<file path="config.mk">
export PLATFORM = sky130hd
export DESIGN_NAME = async_serial_port
export DESIGN_NICKNAME = d
export VERILOG_FILES = /design/src/hdl/serial_port_pkg.sv /design/src/hdl/rx_link_if.sv /design/src/hdl/serial_rx_engine.sv /design/src/hdl/async_serial_port.sv
export VERILOG_INCLUDE_DIRS = /design/src /design/src/hdl
export SDC_FILE = /design/constraint.sdc
export NUM_CORES = 1
export LEC_CHECK = 0
export CAP_MARGIN = 40
export CORE_MARGIN = 5
export CORE_UTILIZATION = 35
export CTS_CLUSTER_SIZE = 20
export DETAILED_ROUTE_END_ITERATION = 16
export DONT_BUFFER_PORTS = 1
export HOLD_SLACK_MARGIN = 0.08
export MAX_ROUTING_LAYER = met4
export SYNTH_ARGS = -nofsm -noshare
export SYNTH_HDL_FRONTEND = slang
export SYNTH_SLANG_ARGS = --single-unit
export TNS_END_PERCENT = 50
</file>
<file path="constraint.sdc">
create_clock -name clk_sys -period 1.48 [get_ports clk_sys]
set_input_delay 0.37 -clock clk_sys [delete_from_list [all_inputs] [get_ports clk_sys]]
set_output_delay 0.37 -clock clk_sys [all_outputs]
set_load 0.005 [all_outputs]
</file>
<file path="src/hdl/serial_port_defs.svh">
`ifndef SERIAL_PORT_DEFS_SVH
`define SERIAL_PORT_DEFS_SVH

// Register addresses on the special-function bus
`define SCS_ADDR 8'h98
`define SDB_ADDR 8'h99

// Field positions inside serial_control_status
`define SCS_MODE_BIT 3'h7
`define SCS_UNUSED_BIT 3'h6
`define SCS_MCE_BIT 3'h5
`define SCS_REN_BIT 3'h4
`define SCS_TB8_BIT 3'h3
`define SCS_RB8_BIT 3'h2
`define SCS_TI_BIT 3'h1
`define SCS_RI_BIT 3'h0

// Reset values
`define SCS_RESET 8'h40
`define SDB_RESET 8'h00

// Index of the last data bit, eight bits sent LSB first
`define LAST_DATA_BIT 3'h7

`endif

</file>
<file path="src/hdl/serial_port_pkg.sv">
package serial_port_pkg;

    // Gray codes along idle, start, data, ninth, stop
    typedef enum logic [2:0] {
        TX_IDLE = 3'h0,
        TX_START = 3'h1,
        TX_DATA = 3'h3,
        TX_NINTH = 3'h2,
        TX_STOP = 3'h6
    } tx_state_t;

    typedef enum logic [2:0] {
        RX_IDLE = 3'h0,
        RX_START = 3'h1,
        RX_DATA = 3'h3,
        RX_NINTH = 3'h2,
        RX_STOP = 3'h6
    } rx_state_t;

endpackage

</file>
<file path="src/hdl/rx_link_if.sv">
`timescale 1ns/1ps
interface rx_link_if;
    logic tick;
    logic pinIn;
    logic enable;
    logic mode9;
    logic reload;
    logic frameDone;
    logic [7:0] frameData;
    logic frameNinth;
    logic frameStop;

    modport engine (
        input tick,
        input pinIn,
        input enable,
        input mode9,
        output reload,
        output frameDone,
        output frameData,
        output frameNinth,
        output frameStop
    );

    modport host (
        output tick,
        output pinIn,
        output enable,
        output mode9,
        input reload,
        input frameDone,
        input frameData,
        input frameNinth,
        input frameStop
    );
endinterface

</file>
<file path="src/hdl/serial_rx_engine.sv">
`timescale 1ns/1ps
`include "serial_port_defs.svh"
module serial_rx_engine (
    input wire logic clk_sys,
    input wire logic rst_n,
    rx_link_if.engine lnk
);
    serial_port_pkg::rx_state_t state_reg, state_next;
    logic skip_reg, skip_next;
    logic [2:0] bitCnt_reg, bitCnt_next;
    logic [7:0] shift_reg, shift_next;
    logic ninth_reg, ninth_next;
    logic stop_reg, stop_next;
    logic done_reg, done_next;
    logic pinPrev_reg;
    logic reload;

    // Frame walk; each bit spans two ticks, first sample half a bit in
    always_comb begin
        state_next = state_reg;
        skip_next = skip_reg;
        bitCnt_next = bitCnt_reg;
        shift_next = shift_reg;
        ninth_next = ninth_reg;
        stop_next = stop_reg;
        done_next = 1'b0;
        reload = 1'b0;
        case (state_reg)
            serial_port_pkg::RX_IDLE: begin
                if (lnk.enable && pinPrev_reg && !lnk.pinIn) begin
                    reload = 1'b1;
                    skip_next = 1'b0;
                    state_next = serial_port_pkg::RX_START;
                end
            end
            default: begin
                if (!lnk.enable) begin
                    // Dropping enable abandons a frame in flight
                    state_next = serial_port_pkg::RX_IDLE;
                end else if (lnk.tick && skip_reg) begin
                    skip_next = 1'b0;
                end else if (lnk.tick) begin
                    skip_next = 1'b1;
                    case (state_reg)
                        serial_port_pkg::RX_START: begin
                            // A glitch that is high at centre is no start
                            bitCnt_next = 3'h0;
                            state_next = lnk.pinIn ?
                                serial_port_pkg::RX_IDLE :
                                serial_port_pkg::RX_DATA;
                        end
                        serial_port_pkg::RX_DATA: begin
                            shift_next = {lnk.pinIn, shift_reg[7:1]};
                            bitCnt_next = bitCnt_reg + 3'h1;
                            if (bitCnt_reg == `LAST_DATA_BIT) begin
                                state_next = lnk.mode9 ?
                                    serial_port_pkg::RX_NINTH :
                                    serial_port_pkg::RX_STOP;
                            end
                        end
                        serial_port_pkg::RX_NINTH: begin
                            ninth_next = lnk.pinIn;
                            state_next = serial_port_pkg::RX_STOP;
                        end
                        serial_port_pkg::RX_STOP: begin
                            stop_next = lnk.pinIn;
                            done_next = 1'b1;
                            state_next = serial_port_pkg::RX_IDLE;
                        end
                        default: begin
                            state_next = serial_port_pkg::RX_IDLE;
                        end
                    endcase
                end
            end
        endcase
    end

    always_ff @(posedge clk_sys or negedge rst_n) begin
        if (!rst_n) begin
            state_reg <= serial_port_pkg::RX_IDLE;
            skip_reg <= 1'b0;
            bitCnt_reg <= 3'h0;
            shift_reg <= 8'h00;
            ninth_reg <= 1'b0;
            stop_reg <= 1'b0;
            done_reg <= 1'b0;
            pinPrev_reg <= 1'b1;
        end else begin
            state_reg <= state_next;
            skip_reg <= skip_next;
            bitCnt_reg <= bitCnt_next;
            shift_reg <= shift_next;
            ninth_reg <= ninth_next;
            stop_reg <= stop_next;
            done_reg <= done_next;
            pinPrev_reg <= lnk.pinIn;
        end
    end

    assign lnk.reload = reload;
    assign lnk.frameDone = done_reg;
    assign lnk.frameData = shift_reg;
    assign lnk.frameNinth = ninth_reg;
    assign lnk.frameStop = stop_reg;
endmodule // serial_rx_engine

</file>
<file path="src/hdl/async_serial_port.sv">
// How it works
// - Ninth bit one marks address frames
// - Nine-bit enable: accept only ninth-bit-one frames
// - Eight-bit enable: accept only valid stop
// - Top control bit picks eight/nine bits
// - Bit six reads one, ignores writes
// - Receive only while receive enable set
// - Nine-bit mode sends software ninth bit
// - Status captures stop or ninth bit
// - Transmit flag set at stop start
// - Receive flag set one clock after stop sample
// - Only software clears done flags
// - Set flags request interrupt when enabled
// - Buffer write loads and starts transmit
// - Buffer read returns receive latch
// - Nine-bit frame is eleven bit times
// - Eight-bit frame is ten bit times
// - Load only when flag clear, check passes
// - Bit rate is half overflow rate
`timescale 1ns/1ps
`include "serial_port_defs.svh"
module async_serial_port (
    input wire logic clk_sys,
    input wire logic rst_n,
    input wire logic [7:0] sfrAddr,
    input wire logic [7:0] sfrWrData,
    input wire logic sfrWrEn,
    input wire logic sfrRdEn,
    output logic [7:0] sfrRdData,
    input wire logic bitWrEn,
    input wire logic [2:0] bitIdx,
    input wire logic bitWrVal,
    input wire logic intEnable,
    output logic intReq,
    input wire logic txTick,
    input wire logic rxTick,
    output logic rxTimerReload,
    input wire logic serialInPin,
    output logic serialOutPin
);
    rx_link_if rxLink();

    logic mode_reg, mode_next;
    logic mce_reg, mce_next;
    logic ren_reg, ren_next;
    logic tb8_reg, tb8_next;
    logic rb8_reg, rb8_next;
    logic ti_reg, ti_next;
    logic ri_reg, ri_next;
    logic [7:0] rxLatch_reg, rxLatch_next;
    logic [7:0] rdData_reg, rdData_next;
    logic [7:0] ctrlCur;
    logic [7:0] ctrlSw;
    logic ctrlHit;
    logic bufWrite;
    logic rxAccept;
    logic rxCheck;
    logic txSet;

    serial_port_pkg::tx_state_t txState_reg, txState_next;
    logic txSkip_reg, txSkip_next;
    logic [2:0] txCnt_reg, txCnt_next;
    logic [7:0] txShift_reg, txShift_next;
    logic txNinth_reg, txNinth_next;
    logic txOut_reg, txOut_next;

    // Receive engine sits on the same clock
    assign rxLink.tick = rxTick;
    assign rxLink.pinIn = serialInPin;
    assign rxLink.enable = ren_reg;
    assign rxLink.mode9 = mode_reg;
    assign rxTimerReload = rxLink.reload;

    serial_rx_engine rxEngine (
        .clk_sys(clk_sys),
        .rst_n(rst_n),
        .lnk(rxLink.engine)
    );

    assign ctrlCur = {mode_reg, 1'b1, mce_reg, ren_reg,
                      tb8_reg, rb8_reg, ti_reg, ri_reg};
    assign ctrlHit = (sfrAddr == `SCS_ADDR);
    assign bufWrite = sfrWrEn && (sfrAddr == `SDB_ADDR);

    always_comb begin
        ctrlSw = ctrlCur;
        if (ctrlHit && sfrWrEn) begin
            ctrlSw = sfrWrData;
        end else if (ctrlHit && bitWrEn) begin
            ctrlSw[bitIdx] = bitWrVal;
        end
    end

    assign rxCheck = !mce_reg ||
        (mode_reg ? rxLink.frameNinth : rxLink.frameStop);
    assign rxAccept = rxLink.frameDone && !ri_reg && rxCheck;

    // Control, latch and read path next values
    always_comb begin
        mode_next = ctrlSw[`SCS_MODE_BIT];
        mce_next = ctrlSw[`SCS_MCE_BIT];
        ren_next = ctrlSw[`SCS_REN_BIT];
        tb8_next = ctrlSw[`SCS_TB8_BIT];
        rb8_next = ctrlSw[`SCS_RB8_BIT];
        rxLatch_next = rxLatch_reg;
        // hardware only sets; set beats a same-cycle clear
        ti_next = ctrlSw[`SCS_TI_BIT] | txSet;
        ri_next = ctrlSw[`SCS_RI_BIT] | rxAccept;
        if (rxAccept) begin
            rb8_next = mode_reg ? rxLink.frameNinth : rxLink.frameStop;
            rxLatch_next = rxLink.frameData;
        end
        rdData_next = rdData_reg;
        if (sfrRdEn) begin
            if (ctrlHit) begin
                rdData_next = ctrlCur;
            end else if (sfrAddr == `SDB_ADDR) begin
                rdData_next = rxLatch_reg;
            end else begin
                rdData_next = 8'h00;
            end
        end
    end

    always_ff @(posedge clk_sys or negedge rst_n) begin
        if (!rst_n) begin
            mode_reg <= 1'b0;
            mce_reg <= 1'b0;
            ren_reg <= 1'b0;
            tb8_reg <= 1'b0;
            rb8_reg <= 1'b0;
            ti_reg <= 1'b0;
            ri_reg <= 1'b0;
            rxLatch_reg <= `SDB_RESET;
            rdData_reg <= 8'h00;
        end else begin
            mode_reg <= mode_next;
            mce_reg <= mce_next;
            ren_reg <= ren_next;
            tb8_reg <= tb8_next;
            rb8_reg <= rb8_next;
            ti_reg <= ti_next;
            ri_reg <= ri_next;
            rxLatch_reg <= rxLatch_next;
            rdData_reg <= rdData_next;
        end
    end

    // Transmitter; a write mid-frame restarts with the new byte
    always_comb begin
        txState_next = txState_reg;
        txSkip_next = txSkip_reg;
        txCnt_next = txCnt_reg;
        txShift_next = txShift_reg;
        txNinth_next = txNinth_reg;
        txOut_next = txOut_reg;
        txSet = 1'b0;
        if (bufWrite) begin
            txShift_next = sfrWrData;
            txNinth_next = tb8_reg;
            txOut_next = 1'b0;
            txSkip_next = 1'b0;
            txState_next = serial_port_pkg::TX_START;
        end else if (txTick && !txSkip_reg &&
                     txState_reg != serial_port_pkg::TX_IDLE) begin
            txSkip_next = 1'b1;
        end else if (txTick && txSkip_reg) begin
            txSkip_next = 1'b0;
            case (txState_reg)
                serial_port_pkg::TX_START: begin
                    txCnt_next = 3'h0;
                    txOut_next = txShift_reg[0];
                    txState_next = serial_port_pkg::TX_DATA;
                end
                serial_port_pkg::TX_DATA: begin
                    // LSB first, then ninth or stop
                    txCnt_next = txCnt_reg + 3'h1;
                    txShift_next = {1'b0, txShift_reg[7:1]};
                    txOut_next = txShift_reg[1];
                    if (txCnt_reg == `LAST_DATA_BIT) begin
                        if (mode_reg) begin
                            txOut_next = txNinth_reg;
                            txState_next = serial_port_pkg::TX_NINTH;
                        end else begin
                            txOut_next = 1'b1;
                            txSet = 1'b1;
                            txState_next = serial_port_pkg::TX_STOP;
                        end
                    end
                end
                serial_port_pkg::TX_NINTH: begin
                    txOut_next = 1'b1;
                    txSet = 1'b1;
                    txState_next = serial_port_pkg::TX_STOP;
                end
                serial_port_pkg::TX_STOP: begin
                    txState_next = serial_port_pkg::TX_IDLE;
                end
                default: begin
                    txOut_next = 1'b1;
                    txState_next = serial_port_pkg::TX_IDLE;
                end
            endcase
        end
    end

    always_ff @(posedge clk_sys or negedge rst_n) begin
        if (!rst_n) begin
            txState_reg <= serial_port_pkg::TX_IDLE;
            txSkip_reg <= 1'b0;
            txCnt_reg <= 3'h0;
            txShift_reg <= 8'h00;
            txNinth_reg <= 1'b0;
            txOut_reg <= 1'b1;
        end else begin
            txState_reg <= txState_next;
            txSkip_reg <= txSkip_next;
            txCnt_reg <= txCnt_next;
            txShift_reg <= txShift_next;
            txNinth_reg <= txNinth_next;
            txOut_reg <= txOut_next;
        end
    end

    assign serialOutPin = txOut_reg;
    assign sfrRdData = rdData_reg;
    assign intReq = intEnable && (ti_reg || ri_reg);
endmodule // async_serial_port

</file>
* Word level (Yosys, flattened, before mapping)
Index checks and enable logic that the tools add are counted.
Storage, ports and cells: output and inout port bits 11, flip-flop bits (word level) 59
Operators by class: order comparisons 2, bitwise gates (word level) 6, $add $sub $neg 2, mux-type cells 56, equality and inequality tests 19, reduce and logical (&&, ||, !) cells 40
Operator list (number):
- $mux 8 | 8
- $mux 3 | 11
- $mux 1 | 28
- $reduce_and 5->1 | 4
- $pmux 3 s3 | 2
- $eq 8x8->1 const B | 2
- $logic_and 1x1->1 | 13
- $eq 3x2->1 const B | 4
- $eq 3x3->1 const B | 4
- $pmux 3 s2 | 2
- $reduce_and 3->1 | 4
- $reduce_bool 2->1 | 6
- $reduce_bool 3->1 | 4
- $bwmux 8 | 1
- $reduce_and 4->1 | 2
- $add 3x1->3 const B | 2
- $eq 3x1->1 const B | 2
- $ne 3x3->1 const B | 2
- $logic_not 1->1 | 4
- $lt 3x4->1 const B | 1
- $ne 2x2->1 const B | 2
- $ne 4x3->1 const B | 1
- $not 1->1 | 4
- $demux 1 s3 | 1
- other kinds (9) | 11

* Depth between registers and ports, before layout
depth after elaboration 8, depth in mapped cells 6

* By module
A second synthesis with hierarchy kept.
Second synthesis, totals: cell total of the unflattened synthesis 274, area, all modules 2934.1 um^2
By module, submodules not included:
- async_serial_port | area each 2083.2 um^2, cells each 205, instances 1, sequential area each 1002.2 um^2
- serial_rx_engine | area each 850.8 um^2, cells each 69, instances 1, sequential area each 476.7 um^2

* Least setup slack after synthesis
Ideal clock, no wire load.
path type input -> register, start input port sfrAddr[1], end register ti_reg, arrival time 1.726 ns, setup slack -0.375 ns, cell stages on the path 5, library setup time 0.129 ns, path buffers 2, cells stage by stage or3b_1 buf_6 or3_4 buf_6 a2111o_1
Between the ends: longest elaborated chain between the ends 5, elaborated cells between the ends (all ways) 9, those cells by class eq/ne: 2; mux: 3; bitwise: 1; reduce/logical: 3
RTL lines:
- start, declared | RTL line async_serial_port.sv:25 | input wire logic [7:0] sfrAddr,
- $eq 8x8->1 (no line)
- $logic_and 1x1->1 | RTL line async_serial_port.sv:89 | end else if (ctrlHit && bitWrEn) begin
- $mux 8 | RTL line async_serial_port.sv:89
- $mux 8 | RTL line async_serial_port.sv:87 | if (ctrlHit && sfrWrEn) begin
- $or 1x1->1 * | RTL line async_serial_port.sv:107 | ti_next = ctrlSw[`SCS_TI_BIT] | txSet;
- net ti_next | RTL line async_serial_port.sv:48 | logic ti_reg, ti_next;
- end signal, assigned | RTL line async_serial_port.sv:142 | ti_reg <= ti_next;
- end, declared | RTL line async_serial_port.sv:48
Mark *: on every way through the listed nets, which the timed path passes. The rest lies on a longest branch. The select of a mux whose other input is x is not followed. A chain may end at the register's enable or synchronous reset.

* Worst setup path after layout
start register rxEngine.state_reg[2], end output port rxTimerReload
Between the ends: longest elaborated chain between the ends 2
RTL lines:
- start, declared | RTL line serial_rx_engine.sv:8 | serial_port_pkg::rx_state_t state_reg, state_next;
- start signal, assigned | RTL line serial_rx_engine.sv:81 | state_reg <= serial_port_pkg::RX_IDLE;
- start signal, assigned | RTL line serial_rx_engine.sv:90 | state_reg <= state_next;
- $logic_not 3->1 | RTL line serial_rx_engine.sv:28 | case (state_reg)
- $mux 1 | RTL line serial_rx_engine.sv:28
- end, declared | RTL line async_serial_port.sv:37 | output logic rxTimerReload,
No other way between the ends.

==> results.toml <==
[floorplan]
die-area_mm2 = 0.01016
core_mm2 = 0.008134
ioPinCount = 40
die_w_um = 100.8
rows = 33
start_util_pct = 35.46
dieHeight_um = 100.8

[worst_setup_path]
critPathCaptureType = "output port"
arrival_ns = 1.18
critPathMaxFanout = 4
timing.critical_path.required_ns = 1.11
startpoint_type = "flop"
crit_type = "reg -> out"
reg2regPathDepth = 6

[sta]
rsz0062_at_grt = "true"
finClkSkew_ns = 0.005663
fin_crit_ns = 1.554
setup_viol = 2
timing_hold_violations_final = 59
maxSlewHeadroom_pct = 71.19
min_period_over_period_pct = 105.0
worst_slack_ns = -0.07402
worst_pin_slew_ns = 0.4268
max_freq_mhz = 643.5
maxSlewViolCount = 0
whs_ns = -0.2828

[final_layout]
area_delta_synth_final_pct = 23.08
finalNonFillerCells = 414
seq_area_mm2 = 0.001483
n_antenna_cell = 0
fillCellCount = 752
multiInputGateArea_mm2 = 0.001415
layout-drive-gt1-share_pct = 31.07
fin_nets = 337

[placed_design]
placed_cells = 388
hpwl_um = 4631
gp_congestion = 0.8118
portBuffers = 0

[clocking]
cts_hold_buf = 1
max-clock-path-buffers = 2
clock-sinks = 59
clock_latency_ns = 0.34
cts_tree = "done"
cts_max_level = 3
clk_transition_reported_paths_ns = 0.07
cts_made_buffers = 9
cts_root_buf = "clkbuf_8"

[run]
maxCapViolCount = 0

[synthesis]
yosysSeqAreaShare_pct = 51.28
muxShareOfSynthArea_pct = 14.06
ys_types = 43
ys_async_sr_fraction_pct = 100.0
netlist_instances = 266
synth-seq-cells = 59
synth.avg_cell_area_um2 = 10.84
syn_nets = 299
yosys-top-cells-area = "dfrtp_1, mux2_2, mux2i_1, o21ai_0, nand2_1"
synth_compound_area_share_pct = 14.27
synth_warnings = 0
synth_top_family_by_area = "compound AO/OA/AOI/OAI gates"
synth-main-ff-cell = "dfrtp_1"
synth_xor_area_share_pct = 0
synth-adder-area-share_pct = 1.735
synth_top_area_share_pct = 49.46
synth_edf_count = 0
synth_simple_gate_area_share_pct = 13.71
synth_top_cell_by_area = "dfrtp_1"
ys_top_cells_by_count = "dfrtp_1, nand2_1, inv_1, o21ai_0, mux2_2"
synth_area_mm2 = 0.002884
yosysMostFrequentCell = "dfrtp_1"

[power]
p_leak_nw = 1.618
peakVddDrop_mv = 0.4416
power.density_mw_per_mm2 = 1249
total_power_mw = 4.435

[min_path]
hp-class = "in -> async"

[route]
wirelength_um = 6638
ant_nets = 0
drtIter0Drc = 68
vias_per_cell = 5.152
drtPass1Iterations = 4
wl_per_cell_um = 16.03
drc = 0
vias = 2133

[global_routing]
antenna_found_initial = 0
grt-ovfl-total = 0
grt_pass1_vias = 2164
grt_usage_pct = 14.19
grt_pass1_wl_um = 10820
grt_start_max_net_pins = 60

[outcome]
violations = "hold timing, setup timing"
status = "finished, violations left"
## logic make-up after synthesis
logic type      after synthesis
flops                        59
compound gates               62
fa+ha+maj                     4
simple gates                 71
mux                          38
buf+inv                      32
## what timing repair did
| item | 4_1_cts | 5_1_grt |
|---|---|---|
| pin swaps | 6 | 6 |
| gates cloned | 0 | 1 |
| gates resized for setup | 21 | 13 |
| endpoints found under the hold margin | 60 | 59 |
| buffers inserted | 9 | 3 |
| setup endpoints to repair | 22 | 18 |
## layer usage
layer	vias to the layer above	GRT usage (%)	routed length, um
met5	-	-	0
met4	0	5.285	113
met3	12	4.637	308
met2	26	22.43	3320
met1	1051	16.87	2896
li1	1044	-	-
## worst max-delay path: stages (launching register included)
cell	delay (ns)
dfrtp_2	0.45
nor3_4	0.23
nand3_4	0.10
inv_2	0.07
## path summary, 6_finish.rpt
path | from | endpoint | slack (ns)
max reg2reg | txCnt_reg[0]$_DFFE_PN0P_ | ti_reg$_DFF_PN0_ | -0.02
min in group clk_sys | sfrRdEn | sfrRdData[7]$_DFFE_PN0P_ | 0.12
min reg2reg | rxEngine.bitCnt_reg[0]$_DFFE_PN0P_ | rxEngine.bitCnt_reg[0]$_DFFE_PN0P_ | 0.50
min | rst_n | txShift_reg[7]$_DFFE_PN0P_ | -0.28
max | rxEngine.state_reg[2]$_DFFE_PN0P_ | rxTimerReload | -0.07
max in group asynchronous | rst_n | serialOutPin$_DFFE_PN1P_ | 1.56
## layout make-up
cell class              instances  share of cell area [%]
multi-input cells             176                   39.87
clock inverters                 5                  0.8460
well taps                     105                   3.701
flip-flops and latches         59                   41.77
inverters                      22                   2.326
clock buffers                  11                   3.701
repair buffers                 36                   7.790
## stage by stage
step	hold WS (ns)	instance area [um2]	setup TNS, ns	setup slack, ns	util, %
after floorplan	0.07441	2907	-2.083	-0.3314	-
after global placement	0.07783	3161	-5.235	-0.2723	38.86
after global routing	-0.3078	3550	-0.3549	-0.1324	43.64
final	-0.2828	3550	-0.09027	-0.07402	43.64
after detailed placement	0.07801	3161	-6.017	-0.3071	38.86
after CTS	-0.3063	3491	-0.1499	-0.09400	42.92
## placed cells by master, fill, tap and decap left out, drive strengths merged, types with 4 or more instances in the layout
cell	count
nor2	11
nand3	6
nor3	5
inv	22
ha	4
a311oi	4
o21ai	22
mux2	20
a31oi	7
nand2	23
clkbuf	11
o22ai	7
nor2b	8
mux2i	18
buf	35
dfrtp	57
a21oi	5
nand2b	6
## where the power goes
part | switching [mW] | internal [mW] | leakage [nW] | total (mW)
Clock | 0.643 | 0.598 | 0.0791 | 1.24
Combinational | 0.487 | 0.591 | 0.767 | 1.08
Sequential | 0.234 | 1.88 | 0.772 | 2.12
(Power assumes the default switching activity.)
